$ cat config.mk
export PLATFORM = sky130hd
export DESIGN_NAME = adcsc_top
export DESIGN_NICKNAME = d
export VERILOG_FILES = /design/src/rtl/adcsc_pkg.sv /design/src/rtl/adcsc_flag.sv /design/src/rtl/adcsc_top.sv /design/src/rtl/adcsc_window.sv
export SDC_FILE = /design/constraint.sdc
export NUM_CORES = 1
export LEC_CHECK = 0
export ABC_AREA = 1
export BUFFER_PORTS_ARGS = -buffer_cell sky130_fd_sc_hd__buf_2
export CAP_MARGIN = 20
export CORE_MARGIN = 1.5
export CORE_UTILIZATION = 53
export DETAILED_ROUTE_END_ITERATION = 16
export MAX_ROUTING_LAYER = met4
export PLACE_DENSITY = 0.8
export REMOVE_ABC_BUFFERS = 1
export SYNTH_ARGS = -nofsm -noshare
export SYNTH_HDL_FRONTEND = slang
export SYNTH_SLANG_ARGS = --single-unit
$ cat constraint.sdc
create_clock -name clk -period 1.8 [get_ports clk]
set_clock_uncertainty 0.2 [all_clocks]
set_input_delay 0.09 -clock clk [delete_from_list [all_inputs] [get_ports clk]]
set_output_delay 0.09 -clock clk [all_outputs]
set_load 0.1 [all_outputs]
$ cat src/rtl/adcsc_pkg.sv
// constants shared by the converter status and control block
// How it works
// - hardware sets status bit 4 when a regular-group conversion begins; resets to zero
// - hardware sets status bit 3 when an injected-group conversion begins; resets to zero
// - bit 2 is set only once every injected channel is converted
// - writing 0 to a status flag clears it, writing 1 leaves it
// - bit 1 is set when the regular or injected group finishes
// - reading the regular result register also clears bit 1
// - bit 0 is set when a converted value leaves the threshold window
// - calibration voltage field 26:25: 01 half, 10 three quarters; resets to 01
// - control bit 23 turns on the watchdog for regular-group conversions
// - control bit 22 turns on the watchdog for injected-group conversions
// - field 15:13 gives channels per trigger in burst mode, code plus one
// - control bit 12 turns burst mode on for the injected group
// - control bit 11 turns burst mode on for the regular group
// - control bit 10 starts the injected group after the regular group ends
// - control bit 9 chooses one guarded channel or all channels for the watchdog
// - single select 1 compares only the named channel, 0 compares every channel
// - the watchdog uses only the low 10 bits of both thresholds
package adcsc_pkg;
    // ---------------------------------------------------------------
    // register byte offsets
    // ---------------------------------------------------------------
    localparam logic [7:0] OFS_STATUS  = 8'h00;
    localparam logic [7:0] OFS_CTRL1   = 8'h04;
    localparam logic [7:0] OFS_WD_HIGH = 8'h24;
    localparam logic [7:0] OFS_WD_LOW  = 8'h28;
    localparam logic [7:0] OFS_RESULT  = 8'h4c;

    // ---------------------------------------------------------------
    // status flag positions
    // ---------------------------------------------------------------
    localparam int STAT_W        = 5;
    localparam int BIT_REG_START = 4;
    localparam int BIT_INJ_START = 3;
    localparam int BIT_INJ_DONE  = 2;
    localparam int BIT_CONV_DONE = 1;
    localparam int BIT_WATCHDOG  = 0;

    // ---------------------------------------------------------------
    // control register one field positions
    // ---------------------------------------------------------------
    localparam int CAL_LSB       = 25;
    localparam int REG_WD_EN     = 23;
    localparam int INJ_WD_EN     = 22;
    localparam int BURST_CNT_LSB = 13;
    localparam int INJ_BURST     = 12;
    localparam int REG_BURST     = 11;
    localparam int AUTO_INJ      = 10;
    localparam int WD_SGL        = 9;
    localparam int SCAN          = 8;
    localparam int WD_CH_LSB     = 0;

    // ---------------------------------------------------------------
    // reset values and writable masks
    // ---------------------------------------------------------------
    localparam logic        FLAG_RST    = 1'b0;
    localparam logic [31:0] CTRL1_RST   = 32'h0200_0000;
    localparam logic [31:0] CTRL1_MASK  = 32'h06c0_ffff;
    localparam logic [9:0]  WD_HIGH_RST = 10'h3ff;
    localparam logic [9:0]  WD_LOW_RST  = 10'h000;
    localparam logic [9:0]  RESULT_RST  = 10'h000;
endpackage

$ cat src/rtl/adcsc_flag.sv
// one sticky status flag: hardware sets, software clears
`timescale 1ns/1ps
module adcsc_flag (
    // clock and reset
    input  wire logic clk,
    input  wire logic rstn,
    // set and clear requests
    input  wire logic hw_set,
    input  wire logic sw_clear,
    // flag state
    output logic      flag
);
    logic next_flag;

    always_comb begin
        next_flag = flag;
        if (sw_clear) begin
            next_flag = 1'b0;
        end
        if (hw_set) begin
            next_flag = 1'b1;
        end
    end

    // flag register
    always_ff @(posedge clk or negedge rstn) begin
        if (!rstn) begin
            flag <= adcsc_pkg::FLAG_RST;
        end else begin
            flag <= next_flag;
        end
    end
endmodule // adcsc_flag

$ cat src/rtl/adcsc_top.sv
// converter status flags, control register one and watchdog over wishbone
`timescale 1ns/1ps
module adcsc_top #(
    parameter int DATA_W = 10,
    parameter int CH_W   = 5
) (
    // clock and reset
    input  wire logic              clk,
    input  wire logic              rstn,
    // wishbone classic slave
    input  wire logic              wb_cyc_i,
    input  wire logic              wb_stb_i,
    input  wire logic              wb_we_i,
    input  wire logic [7:0]        wb_adr_i,
    input  wire logic [3:0]        wb_sel_i,
    input  wire logic [31:0]       wb_dat_i,
    output logic      [31:0]       wb_dat_o,
    output logic                   wb_ack_o,
    // conversion engine events
    input  wire logic              reg_start,
    input  wire logic              inj_start,
    input  wire logic              conv_done,
    input  wire logic              conv_inj,
    input  wire logic              conv_last,
    input  wire logic [CH_W-1:0]   conv_channel,
    input  wire logic [DATA_W-1:0] conv_data,
    // control towards the engine
    output logic      [1:0]        calibration_voltage_select,
    output logic      [2:0]        burst_channel_count,
    output logic                   injected_burst_mode_enable,
    output logic                   regular_burst_mode_enable,
    output logic                   scan_enable,
    output logic                   auto_inj_start
);
    // ---------------------------------------------------------------
    // declarations
    // ---------------------------------------------------------------
    logic [adcsc_pkg::STAT_W-1:0] status;
    logic [adcsc_pkg::STAT_W-1:0] flag_set;
    logic [adcsc_pkg::STAT_W-1:0] flag_clr;
    logic [31:0]                  ctrl1;
    logic [31:0]                  next_ctrl1;
    logic [31:0]                  merged;
    logic [DATA_W-1:0]            wd_high;
    logic [DATA_W-1:0]            next_wd_high;
    logic [DATA_W-1:0]            wd_low;
    logic [DATA_W-1:0]            next_wd_low;
    logic [DATA_W-1:0]            result;
    logic [DATA_W-1:0]            next_result;
    logic [31:0]                  next_dat;
    logic                         next_ack;
    logic                         next_auto;
    logic                         req;
    logic                         wr_take;
    logic                         rd_take;
    logic                         hit_stat;
    logic                         hit_ctrl;
    logic                         hit_high;
    logic                         hit_low;
    logic                         hit_res;
    logic                         wd_outside;
    logic                         wd_group_on;
    logic                         wd_chan_on;
    logic                         wd_event;
    logic                         reg_group_end;

    // ---------------------------------------------------------------
    // bus decode
    // ---------------------------------------------------------------
    // request pending and the edge at which it is taken
    assign req      = wb_cyc_i && wb_stb_i;
    assign wr_take  = req && wb_we_i && wb_ack_o;
    assign rd_take  = req && !wb_we_i && wb_ack_o;
    assign hit_stat = wb_adr_i[7:2] == adcsc_pkg::OFS_STATUS[7:2];
    assign hit_ctrl = wb_adr_i[7:2] == adcsc_pkg::OFS_CTRL1[7:2];
    assign hit_high = wb_adr_i[7:2] == adcsc_pkg::OFS_WD_HIGH[7:2];
    assign hit_low  = wb_adr_i[7:2] == adcsc_pkg::OFS_WD_LOW[7:2];
    assign hit_res  = wb_adr_i[7:2] == adcsc_pkg::OFS_RESULT[7:2];

    // byte lane merge of write data over control register one
    always_comb begin
        merged = ctrl1;
        for (int b = 0; b < 4; b++) begin
            if (wb_sel_i[b]) begin
                merged[8*b +: 8] = wb_dat_i[8*b +: 8];
            end
        end
    end

    // ---------------------------------------------------------------
    // bus answer: one wait state, registered ack and read data
    // ---------------------------------------------------------------
    // read mux, loaded when the ack is raised
    always_comb begin
        next_ack = req && !wb_ack_o;
        next_dat = 32'h0000_0000;
        if (next_ack && !wb_we_i) begin
            if (hit_stat) begin
                next_dat[adcsc_pkg::STAT_W-1:0] = status;
            end else if (hit_ctrl) begin
                next_dat = ctrl1;
            end else if (hit_high) begin
                next_dat[DATA_W-1:0] = wd_high;
            end else if (hit_low) begin
                next_dat[DATA_W-1:0] = wd_low;
            end else if (hit_res) begin
                next_dat[DATA_W-1:0] = result;
            end
        end
    end

    // bus answer registers
    always_ff @(posedge clk or negedge rstn) begin
        if (!rstn) begin
            wb_ack_o <= 1'b0;
            wb_dat_o <= 32'h0000_0000;
        end else begin
            wb_ack_o <= next_ack;
            wb_dat_o <= next_dat;
        end
    end

    // ---------------------------------------------------------------
    // software registers
    // ---------------------------------------------------------------
    // writes land at the edge where the ack is sampled
    always_comb begin
        next_ctrl1   = ctrl1;
        next_wd_high = wd_high;
        next_wd_low  = wd_low;
        next_result  = result;
        if (wr_take && hit_ctrl) begin
            next_ctrl1 = merged & adcsc_pkg::CTRL1_MASK;
        end
        if (wr_take && hit_high && wb_sel_i[0]) begin
            next_wd_high[7:0] = wb_dat_i[7:0];
        end
        if (wr_take && hit_high && wb_sel_i[1]) begin
            next_wd_high[DATA_W-1:8] = wb_dat_i[DATA_W-1:8];
        end
        if (wr_take && hit_low && wb_sel_i[0]) begin
            next_wd_low[7:0] = wb_dat_i[7:0];
        end
        if (wr_take && hit_low && wb_sel_i[1]) begin
            next_wd_low[DATA_W-1:8] = wb_dat_i[DATA_W-1:8];
        end
        if (conv_done && !conv_inj) begin
            next_result = conv_data;
        end
    end

    // software register file
    always_ff @(posedge clk or negedge rstn) begin
        if (!rstn) begin
            ctrl1   <= adcsc_pkg::CTRL1_RST;
            wd_high <= DATA_W'(adcsc_pkg::WD_HIGH_RST);
            wd_low  <= DATA_W'(adcsc_pkg::WD_LOW_RST);
            result  <= DATA_W'(adcsc_pkg::RESULT_RST);
        end else begin
            ctrl1   <= next_ctrl1;
            wd_high <= next_wd_high;
            wd_low  <= next_wd_low;
            result  <= next_result;
        end
    end

    // ---------------------------------------------------------------
    // control fields towards the engine
    // ---------------------------------------------------------------
    // calibration voltage select
    assign calibration_voltage_select = ctrl1[adcsc_pkg::CAL_LSB +: 2];
    // channels per trigger, code plus one
    assign burst_channel_count = ctrl1[adcsc_pkg::BURST_CNT_LSB +: 3];
    assign injected_burst_mode_enable = ctrl1[adcsc_pkg::INJ_BURST];
    assign regular_burst_mode_enable = ctrl1[adcsc_pkg::REG_BURST];
    assign scan_enable = ctrl1[adcsc_pkg::SCAN];

    // ---------------------------------------------------------------
    // watchdog
    // ---------------------------------------------------------------
    // window check on the low threshold bits
    adcsc_window #(
        .DATA_W (DATA_W)
    ) u_window (
        .value   (conv_data),
        .high    (wd_high),
        .low     (wd_low),
        .outside (wd_outside)
    );

    assign wd_group_on = conv_inj ? ctrl1[adcsc_pkg::INJ_WD_EN]
                                  : ctrl1[adcsc_pkg::REG_WD_EN];
    assign wd_chan_on  = !ctrl1[adcsc_pkg::WD_SGL]
                      || (conv_channel == ctrl1[adcsc_pkg::WD_CH_LSB +: CH_W]);
    assign wd_event    = conv_done && wd_group_on && wd_chan_on && wd_outside;

    // ---------------------------------------------------------------
    // status flags
    // ---------------------------------------------------------------
    // hardware set and software clear terms per flag
    always_comb begin
        flag_set = '0;
        flag_set[adcsc_pkg::BIT_REG_START] = reg_start;
        flag_set[adcsc_pkg::BIT_INJ_START] = inj_start;
        flag_set[adcsc_pkg::BIT_INJ_DONE]  = conv_done && conv_inj && conv_last;
        flag_set[adcsc_pkg::BIT_CONV_DONE] = conv_done && conv_last;
        flag_set[adcsc_pkg::BIT_WATCHDOG]  = wd_event;
        // write 0 clears, write 1 keeps
        for (int i = 0; i < adcsc_pkg::STAT_W; i++) begin
            flag_clr[i] = wr_take && hit_stat && wb_sel_i[0] && !wb_dat_i[i];
        end
        if (rd_take && hit_res) begin
            flag_clr[adcsc_pkg::BIT_CONV_DONE] = 1'b1;
        end
    end

    // one sticky cell per flag
    for (genvar g = 0; g < adcsc_pkg::STAT_W; g++) begin : g_flag
        adcsc_flag u_flag (
            .clk      (clk),
            .rstn     (rstn),
            .hw_set   (flag_set[g]),
            .sw_clear (flag_clr[g]),
            .flag     (status[g])
        );
    end

    // ---------------------------------------------------------------
    // automatic injection
    // ---------------------------------------------------------------
    assign reg_group_end = conv_done && !conv_inj && conv_last;

    // start injected group after regular group
    always_comb begin
        next_auto = reg_group_end && ctrl1[adcsc_pkg::AUTO_INJ];
    end

    // start pulse register
    always_ff @(posedge clk or negedge rstn) begin
        if (!rstn) begin
            auto_inj_start <= 1'b0;
        end else begin
            auto_inj_start <= next_auto;
        end
    end
endmodule // adcsc_top

$ cat src/rtl/adcsc_window.sv
// watchdog window check of one converted value
`timescale 1ns/1ps
module adcsc_window #(
    parameter int DATA_W = 10
) (
    // value and thresholds
    input  wire logic [DATA_W-1:0] value,
    input  wire logic [DATA_W-1:0] high,
    input  wire logic [DATA_W-1:0] low,
    // result
    output logic                   outside
);
    // outside when above high or below low
    assign outside = (value > high) || (value < low);
endmodule // adcsc_window
==> summary.md <==
| Metric | Value |
|---|---|
| Pre-CTS setup slack | 0.0404 ns |
| Synthesized area | 0.00415 mm^2 |
| Tot Pwr | 3980 uW |
| IO Pins | around 110 |
| P_leak | 0.00277 uW |
| Htree depth | 3 |
| Library cells used by synthesis | 34 |
| Maximum clock path buffer count | 2 |
| Share of cells above drive strength 1 | 31.4% |
| Area leader, netlist | dfrtp_1 |
| Layout area overhead | 31.0% |
| Vias/cell | 5.24 |
| Startpoint Class | flop |
| Iter 0 DRT Violations | about 260 |
| DR pass1 iterations | 6 |
| Final core area utilization | between 70% and 80% |
| Die Y | 91.5 um |
| Final net count | 700 |
| Crit Path Max Fanout | 3 |
| DRT antenna net count | 0 |
| Synth Flop Type | dfrtp_1 |
| Ys async rst share | 100% |
| # diodes | 0 |
| All-layer global routing usage | between 20 and 30% |
| Global route total overflow | 0 |
| Slew margin rel. | 51.3% |
| Largest net degree at the start of global routing | 36 |
| Crit path arrival time | 1.85 ns |
| Die area | 0.00836 mm^2 |
| Number of global-route vias before repair | about 3,700 |
| Maximum clock rate | 557 MHz |
| Final WS setup | 0.00490 ns |
| Root buffer cell | clkbuf_8 |
| Worst hold-check path type | in -> reg |
| Most common cell in the netlist | nand2_1 |
| CTS buffer count | 9 |
| Post-Synthesis Cells | roughly 480 |
| CTS tree | done |
| Number of fill cells | 533 |
| Post-synth EDFFs | 0 |
| Finish-stage setup viols | 0 |
| Clk slew on worst S/H paths | 0.08 ns |
| WL/cell | 15.6 um |
| Initial core utilization | 54.2% |
| Critical path class | reg -> reg |
| PwrDens | around 730 mW/mm^2 |
| Period utilization | approximately 100% |
| Global placer's final weighted congestion | 0.885 |
| Crit end category | flop |
| Share of the synthesized area in the top cell type | between 30% and 40% |
| Clock Latency Late Sink | approximately 0.36 ns |
| Post-layout min period | 1.80 ns |
| Critical Path RT | 1.85 ns |
| Post-DP HPWL | 7050 um |
| Core ar. | 0.00765 mm^2 |
| Yosys reg bits | 77 |
| DR vias | 3,770 |
| Die X | slightly above 90 um |
| First-pass GRT wire length | 17,200 um |
| Synthesized area per cell | 8.67 um^2 |
| Synth Warn # | 0 |
| Worst hold slack | -0.00439 ns |
| Remaining DRCs | 0 |
| Failing checks | negative hold slack |
| DRT Wirelength | 11,200 um |
| Synth cell count leaders | 111 x nand2_1, 73 x inv_1, 66 x dfrtp_1 |
| CTS sink count | 77 |
| I/O Buffers | 84 |
| Site Rows | 32 |
| RSZ-0062 raised after global routing | true |
| Final hold viol count | 1 |
| Outcome | finished, violations left |
| Seq/Total Area, Yosys | a little under half |
| Initial antenna violation count | 0 |
| Slew @ Worst Pin | between 0.7 and 0.8 ns |
| Synth area leaders | dfrtp_1 40%, nand2_1 10%, dfstp_2 7.0% |
| Peak VDD IR | about 400 uV |
| # Max-Cap Violations | 0 |
| Max Slew Vio Count | 0 |
| Post-route setup TNS | 0 ns |
[metrics by stage]
stage | instances | instance area [um^2]
after floorplan | 465 | 3990
after global placement | 654 | 4580
after detailed placement | 654 | 4580
after CTS | 714 | 5270
after global routing | 719 | 5430
final | 719 | 5430
[final cells by class]
cell class,count,area [um^2],area share [%]
tap,102,128,2.35
sequential,77,1940,35.7
timing repair buffer,136,936,17.2
inverter,80,305,5.62
clock inverter,7,124,2.28
multi-input combinational,308,1870,34.5
clock buffer,9,124,2.28
[kinds of logic (layout without fill, tap and decap cells)]
logic type                 Yosys count  after routing  synth area share (%)
other                                1             12                0.0904
AOI/OAI and AO/OA                   89             89                  13.5
adders and majority gates           19             19                  5.73
and+or+nand+nor                    178            178                  19.2
buffers and inverters              104            232                  12.1
xor gates and xnor gates             1              1                 0.211
DFF                                 77             77                  46.8
muxes                                9              9                  2.44
[power breakdown]
group	leakage (uW)	internal [uW]	switching, uW	total, uW
Combinational	0.00171	208	361	569
Clock	0.000120	927	680	1610
Sequential	0.000940	1770	26.3	1800
[critical path: stages (launching register included)]
cell	delay, ns
dfstp_2	0.56
inv_1	0.06
ha_1	0.28
nand2_2	0.07
nor2_4	0.13
nand4_1	0.13
nand2_1	0.10
nand2_1	0.07
nand2_1	0.06
nand2_1	0.04
[placed cells by master (no fill, tap or decap), types with 4 or more instances in the layout]
cell and instances:
nor2_4 6, buf_2 83, o21ai_1 13, inv_2 9, buf_4 8, conb_1 12, dlygate4sd3_1 44, a21oi_1 25
nand2_2 5, nor2_1 33, ha_4 7, dfrtp_1 66, o21ai_0 17, inv_1 69, nand3_1 13, o21ai_2 19
o211ai_1 4, nand2_4 5, clkbuf_8 9, dfstp_2 11, nand2_1 107, ha_1 12, a21oi_2 7, mux2_2 9
[timing repair]
item / in CTS / in global routing
endpoints found under the setup margin: 0 / 1
endpoints found under the hold margin: 133 / 0
setup buffers: 0 / 5
hold buffers: 44 / 0
gates resized for setup: 0 / 23
[routing by layer]
metal | vias up | wire length [um] | GRT usage [%]
li1 | 1762 | - | -
met1 | 1816 | 4350 | 31.5
met2 | 150 | 5960 | 47.0
met3 | 42 | 501 | 4.36
met4 | 0 | 399 | 12.2
met5 | - | 0 | -
[state kept, by name, summed over array words and instances (netlist names)]
signal              cells
result                 10
g_flag.u_flag.flag      5
wd_low                 10
wb_ack_o                1
ctrl1                  20
auto_inj_start          1
wd_high                10
wb_dat_o               20
[final timing paths]
path                                      start                     to  slack [ns]  depth (start not counted)
worst max-delay path                 wd_high[6]  g_flag[0].u_flag.flag       0.005                          9
worst min-delay path            conv_channel[3]  g_flag[0].u_flag.flag      -0.004                          6
worst max register to register       wd_high[6]  g_flag[0].u_flag.flag       0.005                          9
worst min register to register        wd_low[6]              wd_low[6]        0.29                          2
max in group asynchronous                  rstn            wb_dat_o[3]        0.16                          3
min in group asynchronous                  rstn             wd_high[1]        0.09                          2
No activity file was read; power rests on OpenSTA's default activity.
